File: src/hw/msb_defines.vh
// Contract
// - nibble exchange swaps the two halves of the addressed byte and writes it back there.
// - compare skip subtracts the operand from the accumulator, updates zero and carry, keeps no difference, and skips when equal.
// - decrement skip lowers the addressed byte by one, stores it, and skips when the result is zero.
// - bank zero bit set always writes bank 0, forcing the chosen bit of the addressed byte to one.
`ifndef MSB_DEFINES_VH
`define MSB_DEFINES_VH
// ********************************
// opcodes on op_code
// ********************************
`define MSB_OP_NOP      3'h0
`define MSB_OP_NIB_XCHG 3'h1
`define MSB_OP_CMP_IMM  3'h2
`define MSB_OP_CMP_MEM  3'h3
`define MSB_OP_DEC_SKIP 3'h4
`define MSB_OP_BANK0_SET 3'h5
// ********************************
// widths and fixed values
// ********************************
`define MSB_BANK_ZERO   1'h0
`define MSB_LO_NIB      3:0
`define MSB_HI_NIB      7:4
`define MSB_ONE         8'h01
`define MSB_ZERO        8'h00
`define MSB_BORROW_BIT  8
`define MSB_BYTE        7:0
`endif

File: src/hw/msb_alu.v
`timescale 1ns/1ps
`include "msb_defines.vh"
// ********************************
// combinational result unit
// ********************************
module msb_alu (
  input  wire [2:0] op,
  input  wire [7:0] acc,
  input  wire [7:0] mem,
  input  wire [7:0] imm,
  input  wire [2:0] bit_sel,
  output reg  [7:0] wdata,
  output reg        wr,
  output reg        flag_wr,
  output reg        zero,
  output reg        carry,
  output reg        skip
);
  reg [8:0] diff;
  reg [7:0] opnd;
  reg [7:0] dec;
  always @*
  begin
    wdata   = `MSB_ZERO;
    wr      = 1'b0;
    flag_wr = 1'b0;
    zero    = 1'b0;
    carry   = 1'b0;
    skip    = 1'b0;
    opnd    = (op == `MSB_OP_CMP_IMM) ? imm : mem;
    diff    = {1'b0, acc} - {1'b0, opnd};
    dec     = mem - `MSB_ONE;
    case (op)
      `MSB_OP_NIB_XCHG:
      begin
        wdata = {mem[`MSB_LO_NIB], mem[`MSB_HI_NIB]};
        wr    = 1'b1;
      end
      `MSB_OP_CMP_IMM, `MSB_OP_CMP_MEM:
      begin
        // carry set means no borrow
        flag_wr = 1'b1;
        zero    = (diff[`MSB_BYTE] == `MSB_ZERO);
        carry   = ~diff[`MSB_BORROW_BIT];
        skip    = (acc == opnd);
      end
      `MSB_OP_DEC_SKIP:
      begin
        wdata = dec;
        wr    = 1'b1;
        skip  = (dec == `MSB_ZERO);
      end
      `MSB_OP_BANK0_SET:
      begin
        wdata = mem | (`MSB_ONE << bit_sel);
        wr    = 1'b1;
      end
      default:
      begin
        wr = 1'b0;
      end
    endcase
  end
endmodule

File: src/hw/msb_exec.v
`timescale 1ns/1ps
`include "msb_defines.vh"
// ********************************
// execute stage for skip and bit ops
// ********************************
module msb_exec (
  input  wire       core_clk,
  input  wire       rst,
  input  wire       clk_en,
  input  wire       op_valid,
  input  wire [2:0] op_code,
  input  wire [7:0] op_addr,
  input  wire [7:0] op_imm,
  input  wire [2:0] op_bit,
  input  wire       bank_sel,
  input  wire [7:0] acc,
  input  wire [7:0] mem_rdata,
  output reg        mem_we,
  output reg  [7:0] mem_waddr,
  output reg        mem_wbank,
  output reg  [7:0] mem_wdata,
  output reg        flag_we,
  output reg        zero_flag,
  output reg        carry_flag,
  output reg        skip_active,
  output reg        op_done
);
  // mem_rdata is the byte at op_addr; for a bank zero bit set the core must read bank 0
  localparam ST_RUN  = 2'b01;
  localparam ST_SKIP = 2'b10;
  reg  [1:0] state_q;
  reg  [1:0] state_d;
  reg        mem_we_d;
  reg  [7:0] mem_waddr_d;
  reg        mem_wbank_d;
  reg  [7:0] mem_wdata_d;
  reg        flag_we_d;
  reg        zero_flag_d;
  reg        carry_flag_d;
  reg        skip_active_d;
  reg        op_done_d;
  reg        is_known;
  reg        is_bank0;
  reg        is_cmp;
  reg        is_dec;
  wire       slot_live;
  wire       slot_squash;
  wire [7:0] alu_wdata;
  wire       alu_wr;
  wire       alu_fwr;
  wire       alu_z;
  wire       alu_c;
  wire       alu_skip;

  msb_alu u_alu (
    .op      (op_code),
    .acc     (acc),
    .mem     (mem_rdata),
    .imm     (op_imm),
    .bit_sel (op_bit),
    .wdata   (alu_wdata),
    .wr      (alu_wr),
    .flag_wr (alu_fwr),
    .zero    (alu_z),
    .carry   (alu_c),
    .skip    (alu_skip)
  );

  // ********************************
  // opcode class decode
  // ********************************
  always @*
  begin
    is_known = 1'b0;
    is_bank0 = 1'b0;
    is_cmp   = 1'b0;
    is_dec   = 1'b0;
    case (op_code)
      `MSB_OP_NIB_XCHG:
      begin
        is_known = 1'b1;
      end
      `MSB_OP_CMP_IMM, `MSB_OP_CMP_MEM:
      begin
        is_known = 1'b1;
        is_cmp   = 1'b1;
      end
      `MSB_OP_DEC_SKIP:
      begin
        is_known = 1'b1;
        is_dec   = 1'b1;
      end
      `MSB_OP_BANK0_SET:
      begin
        is_known = 1'b1;
        is_bank0 = 1'b1;
      end
      default:
      begin
        // nop and spare codes write nothing
        is_known = 1'b0;
      end
    endcase
  end

  // a slot either runs or is eaten by a pending skip
  assign slot_live   = op_valid && (state_q == ST_RUN);
  assign slot_squash = op_valid && (state_q == ST_SKIP);

  // ********************************
  // skip sequencer
  // ********************************
  always @*
  begin
    state_d = state_q;
    case (state_q)
      ST_RUN:
      begin
        // only a compare or a decrement may arm a skip
        if (slot_live && (is_cmp || is_dec) && alu_skip)
          state_d = ST_SKIP;
      end
      ST_SKIP:
      begin
        if (op_valid)
          state_d = ST_RUN;
      end
      default:
      begin
        state_d = ST_RUN;
      end
    endcase
  end

  // ********************************
  // write port next values
  // ********************************
  always @*
  begin
    // the strobe drops by default; address, bank and data hold for the memory
    mem_we_d    = 1'b0;
    mem_waddr_d = mem_waddr;
    mem_wbank_d = mem_wbank;
    mem_wdata_d = mem_wdata;
    if (slot_live)
    begin
      mem_we_d    = is_known && alu_wr;
      mem_waddr_d = op_addr;
      mem_wdata_d = alu_wdata;
      mem_wbank_d = is_bank0 ? `MSB_BANK_ZERO : bank_sel;
    end
    else if (slot_squash)
    begin
      // an eaten slot is consumed but never reaches memory
      mem_we_d = 1'b0;
    end
  end

  // ********************************
  // flag next values
  // ********************************
  always @*
  begin
    flag_we_d    = 1'b0;
    zero_flag_d  = zero_flag;
    carry_flag_d = carry_flag;
    if (slot_live && alu_fwr)
    begin
      flag_we_d    = 1'b1;
      zero_flag_d  = alu_z;
      carry_flag_d = alu_c;
    end
  end

  // ********************************
  // sequencer status next values
  // ********************************
  always @*
  begin
    // skip_active looks ahead so the core can discard its prefetch in time
    skip_active_d = (state_d == ST_SKIP);
    op_done_d     = op_valid;
  end

  // ********************************
  // registered outputs
  // ********************************
  always @(posedge core_clk or posedge rst)
  begin
    if (rst)
    begin
      state_q     <= ST_RUN;
      mem_we      <= 1'b0;
      mem_waddr   <= `MSB_ZERO;
      mem_wbank   <= `MSB_BANK_ZERO;
      mem_wdata   <= `MSB_ZERO;
      flag_we     <= 1'b0;
      zero_flag   <= 1'b0;
      carry_flag  <= 1'b0;
      skip_active <= 1'b0;
      op_done     <= 1'b0;
    end
    else if (clk_en)
    begin
      // clk_en low freezes every flop, the skip state included
      state_q     <= state_d;
      mem_we      <= mem_we_d;
      mem_waddr   <= mem_waddr_d;
      mem_wbank   <= mem_wbank_d;
      mem_wdata   <= mem_wdata_d;
      flag_we     <= flag_we_d;
      zero_flag   <= zero_flag_d;
      carry_flag  <= carry_flag_d;
      skip_active <= skip_active_d;
      op_done     <= op_done_d;
    end
  end
endmodule

File: config.mk
export PLATFORM = sky130hd
export DESIGN_NAME = msb_exec
export DESIGN_NICKNAME = d
export VERILOG_FILES = /design/src/hw/msb_alu.v /design/src/hw/msb_exec.v
export VERILOG_INCLUDE_DIRS = /design/src /design/src/hw
export SDC_FILE = /design/constraint.sdc
export NUM_CORES = 1
export LEC_CHECK = 0
export BUFFER_PORTS_ARGS = -buffer_cell sky130_fd_sc_hd__buf_2
export CAP_MARGIN = 15
export CORE_UTILIZATION = 51
export CTS_BUF_LIST = sky130_fd_sc_hd__clkbuf_4
export DETAILED_ROUTE_END_ITERATION = 12
export GPL_TIMING_DRIVEN = 0
export MAX_ROUTING_LAYER = met4
export PLACE_DENSITY_LB_ADDON = 0.08
export SYNTH_ARGS = -nofsm -noshare
export SYNTH_HDL_FRONTEND = slang
export SYNTH_SLANG_ARGS = --single-unit
File: constraint.sdc
create_clock -name core_clk -period 2.25 [get_ports core_clk]
set_input_delay 0.1125 -clock core_clk [delete_from_list [all_inputs] [get_ports core_clk]]
set_output_delay 0.1125 -clock core_clk [all_outputs]
set_load 0.005 [all_outputs]
# Yosys cells after proc, flatten, opt, wreduce, memory -nomap -nowiden
# Cells that the tools add are included.
dict set report classes {
  add_sub_neg 2
  eq_ne 9
  shift 1
  mux 16
  n_bitwise 2
  n_reduce_logical 13
}
# op count
set op_table {}
lappend op_table {{$pmux 8 s3} 1}
lappend op_table {{$logic_not 8->1} 2}
lappend op_table {{$mux 1} 10}
lappend op_table {{$sub 8x8->9} 1}
lappend op_table {{$eq 8x8->1} 1}
lappend op_table {{$mux 8} 1}
lappend op_table {{$or 8x8->8} 1}
lappend op_table {{$shl 1x3->8 const A} 1}
lappend op_table {{$sub 8x1->8 const B} 1}
lappend op_table {{$eq 3x2->1 const B} 2}
lappend op_table {{$eq 3x3->1 const B} 2}
lappend op_table {{$logic_and 1x1->1} 5}
lappend op_table {{$reduce_or 5->1} 1}
lappend op_table {{$eq 2x2->1 const B} 2}
lappend op_table {{$mux 2} 2}
lappend op_table {{$pmux 2 s2} 1}
lappend op_table {{$reduce_and 2->1} 2}
lappend op_table {{$eq 3x1->1 const B} 1}
lappend op_table {{$reduce_or 3->1} 1}
lappend op_table {{$eq 2x1->1 const B} 1}
lappend op_table {{$pmux 1 s2} 1}
lappend op_table {{$reduce_or 2->1} 1}
lappend op_table {{$logic_or 1x1->1} 1}
lappend op_table {{$not 1->1} 1}
dict set report totals {
  regBits 25
  in_bits 43
  output_inout_bits 23
  wordCells 53
}

# Logic depth before layout (Yosys ltp)
# Gate-level depths: netlist of run 1.
dict set report depth {
  ltp_word 9
  depth_mapped 11
}

# Hierarchy
# A second synthesis of run 1 with hierarchy kept.
dict set report unflattened {
  cells_unflattened 223
  area_unflattened_um2 2075.7
}
# mod n_inst cells_per_inst area_per_inst_um2 seq_area_each_um2
set modules_own_cells {}
lappend modules_own_cells {msb_exec 1 81 1134.8 626.9}
lappend modules_own_cells {msb_alu 1 142 940.9 0.0}

# Worst setup path after synthesis of run 1
# Ideal clock, no wire load.
dict set report synth_path {
  path_type {input -> register}
  from {in op_code[0]}
  to {reg zero_flag}
  setup_ns 0.095
  t_arrival_ns 2.491
  t_required_ns 2.155
  path_slack_ns -0.336
  stages 9
  path_buffers 1
  cell_sequence {clkbuf_1 > nor2_1 > mux2i_1 > ha_1 > or2_0 > a211oi_1 > a31oi_1 > or4_1 > o31ai_1}
}
dict set report synth_between {
  elab_chain_cells 5
  word_cells_on_any_way 10
}
# element line
set synth_rtl {}
lappend synth_rtl {{start: declaration} msb_exec.v:11} ;# input wire [2:0] op_code,
lappend synth_rtl {{$eq 3x2->1} msb_alu.v:33} ;# case (op)
lappend synth_rtl {{$mux 8 / $reduce_or 2->1 (equally long branches)} {msb_alu.v:30, msb_alu.v:33}}
lappend synth_rtl {{$sub 8x8->9 / $mux 1 (equally long branches)} {msb_alu.v:31, msb_alu.v:33}}
lappend synth_rtl {{$logic_not 8->1 (no source line) / $logic_and 1x1->1 (equally long branches)} --}
lappend synth_rtl {{$mux 1 / $reduce_and 2->1 (equally long branches)} --}
lappend synth_rtl {{end signal: assignment} msb_exec.v:212} ;# zero_flag <= zero_flag_d;
lappend synth_rtl {{end: declaration} msb_exec.v:23} ;# output reg zero_flag,
# Parallel ways exist; a longest one is shown, timed or not.
# A chain may end at the register's enable or synchronous reset.

# Worst setup path in the final report of run 1
dict set report layout_path {
  from {in op_code[2]}
  to {reg zero_flag}
}
# Same word-level chain as after synthesis.

==> impl_metrics.ini, run 1 <==
[routing]
firstDrtPassIters = 4
routedWlPerCell_um = 12.6
totalWireLength_um = 4050
detailroute.via_count = 1788
ant_nets = 0
drc = 0
viasPerCell = 5.55
drt-initial-drc-count = 82

[worst_hold_path]
min_from = op_addr[2]
hold_path_class = in2reg

[cts]
cts_buffers = 3
ctsLongestPathBuffers = 2
cts.htree.levels = 1
path_clk_slew_ps = 140
clock-sinks = 25
cts_resized = 0
cts_tree = done
clock-root-buffer = clkbuf_4
insertion_delay_ps = 320

[place]
numPortBuffers = 60
place_congestion = 0.877
place_area_sq_um = 2140
dpl.hpwl_um = 3140
dp_slack_ps = -305
dp.cells = 314

[sta]
relSlewSlack = 0.393
skew_ps = 8.63
setup_ws_ps = 154
timing.hold.ws_ps = 11.0
clock.fmax_mhz = 477
setup_viol = 0
finalCriticalPeriod_ps = 2100
finalCritPeriodShare = 0.932
drv_slew = 0
hold_viol = 0
worstMarginPinSlew_ps = 909

[setup_path]
r2r_start = state_q[0]
end_kind = flop
start_kind = input pin
r2r_cells = 5
worstReg2RegEnd = zero_flag
critPathRequiredTime_ps = 2480
reg2reg_slack_ps = 160
cp_data_arrival_time_ps = 2330
path_class = in2reg
critPathLaunch = op_code[2]
cp_max_fo = 7
crit_end = zero_flag

[logic_synthesis]
synth_nets = 263
yosysWarnings = 0
synth_seq_cells = 25
synth_flop_cell = dfrtp_1
netlist_area_sq_um = 1770
syn-mean-instance-area_sq_um = 8.49
netlist_instances = 208
synth_edf_count = 0
yosysSeqAreaShare = 0.355
async_flop_share = 1.00
synth_cell_types = 40

[final_layout]
final_area_sq_um = 2200
nNetsFinal = 332
layout-drive-gt1-share = 0.304
stdcell_count = 322
mostFrequentLayoutCells = buf_2 (60), dfrtp_1 (24), nand2_1 (21), a21oi_1 (19)
fillers = 310
final_common_cell = buf_2
syn2layout_area_growth_pct = 24.7
antenna_cells = 0

[die]
fp.dieH_um = 60.9
die_width_um = 60.9
core_sq_um = 3340
dieArea_sq_um = 3700
ioPinCount = 66
initial_core_util = 0.529
rows = 21

[global_route]
grt_pass1_vias = 1454
grt_usage = 0.235
grt_max_degree = 26
grt_pass1_wl_um = 6380
antenna_found_initial = 0
grt_overflow = 0

[run_status]
status = finished, final reports clean

[job]
max_cap_viol_count = 0

[power]
ir_drop_v = 0.000306
p_leak_nw = 1.05
p_per_area_nw_per_um2 = 665
-- cell usage after synthesis (3+ instances only) --
library cell | n | share of area
mux2i_1 | 7 | 0.040
nor2b_1 | 3 | 0.011
a21oi_1 | 19 | 0.054
clkbuf_1 | 9 | 0.019
o21ai_0 | 14 | 0.040
ha_1 | 12 | 0.085
a31oi_1 | 7 | 0.025
a211oi_1 | 3 | 0.013
dfrtp_1 | 24 | 0.34
nor3_1 | 5 | 0.014
nand2b_1 | 4 | 0.014
or3_1 | 3 | 0.011
o41ai_1 | 3 | 0.015
nor2_1 | 15 | 0.032
nand3_1 | 7 | 0.020
o31ai_1 | 3 | 0.013
xnor2_1 | 5 | 0.025
nand2_1 | 21 | 0.045
mux2_2 | 9 | 0.057
inv_1 | 13 | 0.028
-- metrics by stage --
step	util	setup TNS [ps]	power, mW
finish	0.660	0	1.46
global route	0.660	-2.57	1.60
CTS	0.654	0	1.47
detailed placement	0.642	-305	1.27
global placement	0.642	-294	1.25
floorplan	-	0	1.02
-- power by group --
part           leakage [nW]  internal, mW  switching [mW]
registers             0.317         0.598          0.0680
clock network        0.0139        0.0679           0.136
logic                 0.715         0.303           0.292
-- routing by layer --
| layer | up-vias | part of all wire | GRT usage | wire, um |
|---|---|---|---|---|
| li1 | 886 | - | - | - |
| met1 | 813 | 0.44 | 0.304 | 1770 |
| met2 | 82 | 0.47 | 0.389 | 1920 |
| met3 | 7 | 0.071 | 0.0277 | 288 |
| met4 | 0 | 0.017 | 0.0649 | 67 |
| met5 | - | 0 | - | 0 |
-- flip-flops by register name, summed over array words and instances, names as in the netlist --
name,count
mem_wbank,1
zero_flag,1
flag_we,1
carry_flag,1
mem_waddr,8
state_q,2
mem_wdata,8
skip_active,1
op_done,1
mem_we,1
-- critical path, cell delays in order --
cell and delay [ps]:
buf_2 110, nand2b_4 150, nor2_4 180, mux2i_1 240
ha_1 300, or2_0 240, a211oi_1 230, a31oi_1 70
or4_1 480, o31ai_1 230
-- worst min path at each step --
| stage | depth (start not counted) | to |
|---|---|---|
| after detailed placement | 2 | mem_waddr[2] |
| after floorplan | 1 | carry_flag |
| final | 2 | mem_waddr[2] |
| after CTS | 2 | mem_waddr[2] |
| after global placement | 2 | mem_waddr[6] |
| after global routing | 2 | mem_waddr[6] |
-- repair_timing --
item / CTS / global route
hold buffers: 1 / 0
setup buffers: 0 / 3
endpoints found under the hold margin: 15 / 0
setup endpoints to repair: 0 / 1
-- cell type report --
type / count / area, sq um / area share
clock inverter: 1 / 7.51 / 0.00341
buffer: 11 / 46.3 / 0.0210
timing repair buffer: 64 / 333 / 0.151
multi-input combinational: 159 / 1060 / 0.482
tap: 46 / 57.6 / 0.0261
sequential: 25 / 627 / 0.284
inverter: 13 / 48.8 / 0.0221
clock buffer: 3 / 22.5 / 0.0102
-- cell families (layout without fill, tap and decap cells) --
group | count (synthesis) | count (layout) | share of synthesized area
buf+inv | 24 | 92 | 0.0531
compound gates | 56 | 56 | 0.188
fa+ha+maj | 12 | 12 | 0.0850
flops | 25 | 25 | 0.355
simple gates | 69 | 69 | 0.192
xor+xnor | 6 | 6 | 0.0297
mux | 16 | 16 | 0.0970
No activity file was read; power rests on OpenSTA's default activity.
==> inputs of run 2 (changes only) <==
--- a/config.mk
+++ b/config.mk
@@ -7,7 +7,8 @@
 export NUM_CORES = 1
 export LEC_CHECK = 0
+export ABC_AREA = 1
 export BUFFER_PORTS_ARGS = -buffer_cell sky130_fd_sc_hd__buf_2
 export CAP_MARGIN = 15
-export CORE_UTILIZATION = 51
+export CORE_UTILIZATION = 52
 export CTS_BUF_LIST = sky130_fd_sc_hd__clkbuf_4
 export DETAILED_ROUTE_END_ITERATION = 12
==> constraint.sdc (replaced) <==
create_clock -name core_clk -period 2.25 [get_ports core_clk]
set_input_delay 0.3375 -clock core_clk [delete_from_list [all_inputs] [get_ports core_clk]]
set_output_delay 0.3375 -clock core_clk [all_outputs]
set_load 0.005 [all_outputs]
==> run 2 against run 1 <==
  * Routed wire length grew 12%
  * Cell count grew 24%
  * Clock skew grew 9.2 ps
  * Combinational power shrank 1%
  * Worst hold slack gained 150 ps
  * Non-clock buffer count shrank 6
  * Critical path depth grew 5
  * Core utilization grew 1.3 points
  * Setup slack gained 99 ps
  * Sequential share of layout area shrank 1.2 points
  * Via count grew 12%
==> impl_metrics.ini, run 2 <==
[logic_synthesis]
synth_seq_cells = 25
synth_area_leaders = dfrtp_1 (32%), nand2_1 (21%), ha_1 (8.0%), inv_1 (6.6%), o21ai_0 (6.4%)
yosysWarnings = 0
yosysSeqAreaShare = 0.333
netlist_instances = 283
netlist_area_sq_um = 1880
yosysMostFrequentCell = nand2_1
synth_flop_cell = dfrtp_1
syn-mean-instance-area_sq_um = 6.66
synth_edf_count = 0
ys_top_cells_by_count = nand2_1 (104), inv_1 (33), dfrtp_1 (24), o21ai_0 (24), nor2_1 (19)
yosys.area.top_type = dfrtp_1
synth_nets = 338
async_flop_share = 1.00
synth_cell_types = 29
yosysTopAreaCellShare = 0.319

[power]
p_leak_nw = 1.34
ir_drop_v = 0.000561
p_sw_uw = 541
clkPwrFrac = 0.139
p_seq_frac = 0.456
swShare = 0.373
p_int_uw = 910
p_per_area_nw_per_um2 = 630
combPwrFrac = 0.405

[final_layout]
antenna_cells = 0
final_common_cell = nand2_1
top_regs = mem_waddr x8, mem_wdata x8, state_q x2
regArea_sq_um = 627
stdcell_count = 398
syn2layout_area_growth_pct = 22.1
final_area_sq_um = 2300
multi_input_area_sq_um = 1110
layout-drive-gt1-share = 0.233
mostFrequentLayoutCells = nand2_1 (104), buf_2 (65), inv_1 (33), dfrtp_1 (24), o21ai_0 (23)
nNetsFinal = 408
fillers = 320

[sta]
timing.hold.ws_ps = 165
finalCritPeriodShare = 0.888
tns_ps = 0
drv_slew = 0
finalCriticalPeriod_ps = 2000
worstMarginPinSlew_ps = 880
relSlewSlack = 0.412
hold_viol = 0
setup_viol = 0
setup_ws_ps = 253
skew_ps = 17.9
clock.fmax_mhz = 501
rsz0062_at_grt = false

[die]
die_width_um = 62.2
initial_core_util = 0.552
core_sq_um = 3420
ioPinCount = 66
dieArea_sq_um = 3870
rows = 21
fp.dieH_um = 62.2

[place]
dp.cells = 394
dp_slack_ps = -258
numPortBuffers = 65
place_congestion = 0.896
place_area_sq_um = 2270
dpl.hpwl_um = 3630

[cts]
path_clk_slew_ps = 140
cts_tree = done
clock-root-buffer = clkbuf_4
cts_buffers = 3
cts.htree.levels = 1
clock-sinks = 25
holdBufCountCts = 0
insertion_delay_ps = 330
ctsLongestPathBuffers = 2

[global_route]
antenna_found_initial = 0
grt_overflow = 0
grt_usage = 0.267
grt_pass1_vias = 1879
grt_max_degree = 26
grt_pass1_wl_um = 8090

[setup_path]
end_kind = flop
cp_data_arrival_time_ps = 2280
cp_max_fo = 10
start_kind = input pin
critPathRequiredTime_ps = 2530
path_class = in2reg

[worst_hold_path]
hold_path_class = in2async

[routing]
viasPerCell = 5.01
drt-initial-drc-count = 119
routedWlPerCell_um = 11.4
ant_nets = 0
totalWireLength_um = 4530
drc = 0
detailroute.via_count = 1995
firstDrtPassIters = 4

[job]
max_cap_viol_count = 0

[run_status]
status = finished, final reports clean
run 2: changes by cell type in the layout (fill, tap and decap cells not counted), sizes merged, moves of 6 or more:
cell | before | now
nor2 | 16 | 23
inv | 13 | 36
nand2 | 21 | 105
a31oi | 7 | 0
nand3 | 8 | 15
clkbuf | 12 | 6
a21oi | 19 | 12
mux2i | 7 | 0
mux2 | 9 | 0
o21ai | 14 | 26
run 2: what timing repair did:
item                                    in CTS  in global routing
hold endpoints to repair                     0                  0
endpoints found under the setup margin       0                  5
gates resized for setup                      0                  4
setup buffers                                0                  0
run 2: power groups by stage:
stage | combinational (mW) | clock (mW) | sequential (mW)
3_3_place_gp | 0.569 | 0 | 0.667
3_5_place_dp | 0.590 | 0 | 0.668
5_1_grt | 0.685 | 0.230 | 0.678
6_report | 0.587 | 0.201 | 0.662
2_1_floorplan | 0.328 | 0 | 0.679
4_1_cts | 0.590 | 0.208 | 0.661
run 2: logic make-up (layout without fill, tap and decap cells):
group,Yosys count,after routing,share of synthesized area
and+or+nand+nor,152,152,0.341
DFF,25,25,0.333
AOI/OAI and AO/OA,48,48,0.139
xor gates and xnor gates,6,6,0.0279
adders and majority gates,12,12,0.0797
buffers and inverters,40,109,0.0797
run 2: cell type report:
type	instances	share of cell area
inverters	36	0.0587
plain buffers	4	0.00707
repair buffers	65	0.141
flip-flops and latches	25	0.272
multi-input cells	218	0.483
clock buffers	3	0.00979
clock inverters	1	0.00218
well taps	46	0.0250
run 2: path summary, 6_finish.rpt:
check                              from            to  slack (ps)  depth (start not counted)
setup / recovery             op_code[2]     zero_flag         250                         15
hold / removal                      rst   skip_active         160                          2
setup reg to reg             state_q[0]     zero_flag         440                         11
hold reg to reg            mem_waddr[5]  mem_waddr[5]         480                          2
max in group asynchronous           rst  mem_wdata[5]        1530                          2
min in group core_clk        op_addr[1]  mem_waddr[1]         190                          3
run 2: through the flow:
step | utilization | total power [mW]
2_1_floorplan | - | 1.01
3_3_place_gp | 0.664 | 1.24
3_5_place_dp | 0.664 | 1.26
4_1_cts | 0.672 | 1.46
5_1_grt | 0.674 | 1.59
6_report | 0.674 | 1.45
run 2: critical path, stage by stage:
cell,delay (ps)
buf_2,130
inv_1,110
nand3_2,150
clkbuf_2,200
nand2_1,70
o21ai_0,80
ha_1,350
a21oi_1,240
or2_1,150
nand3_1,80
nand2_1,80
nand2_1,50
nor2_1,100
nand3_1,80
nand2_1,60
run 2: metal layers:
layer  track usage  vias up  routed length [um]
met5             -        -                   0
met4        0.0669        0                  38
met3        0.0423        5                 180
met2         0.427       41                2090
met1         0.354      904                2220
li1              -     1045                   -
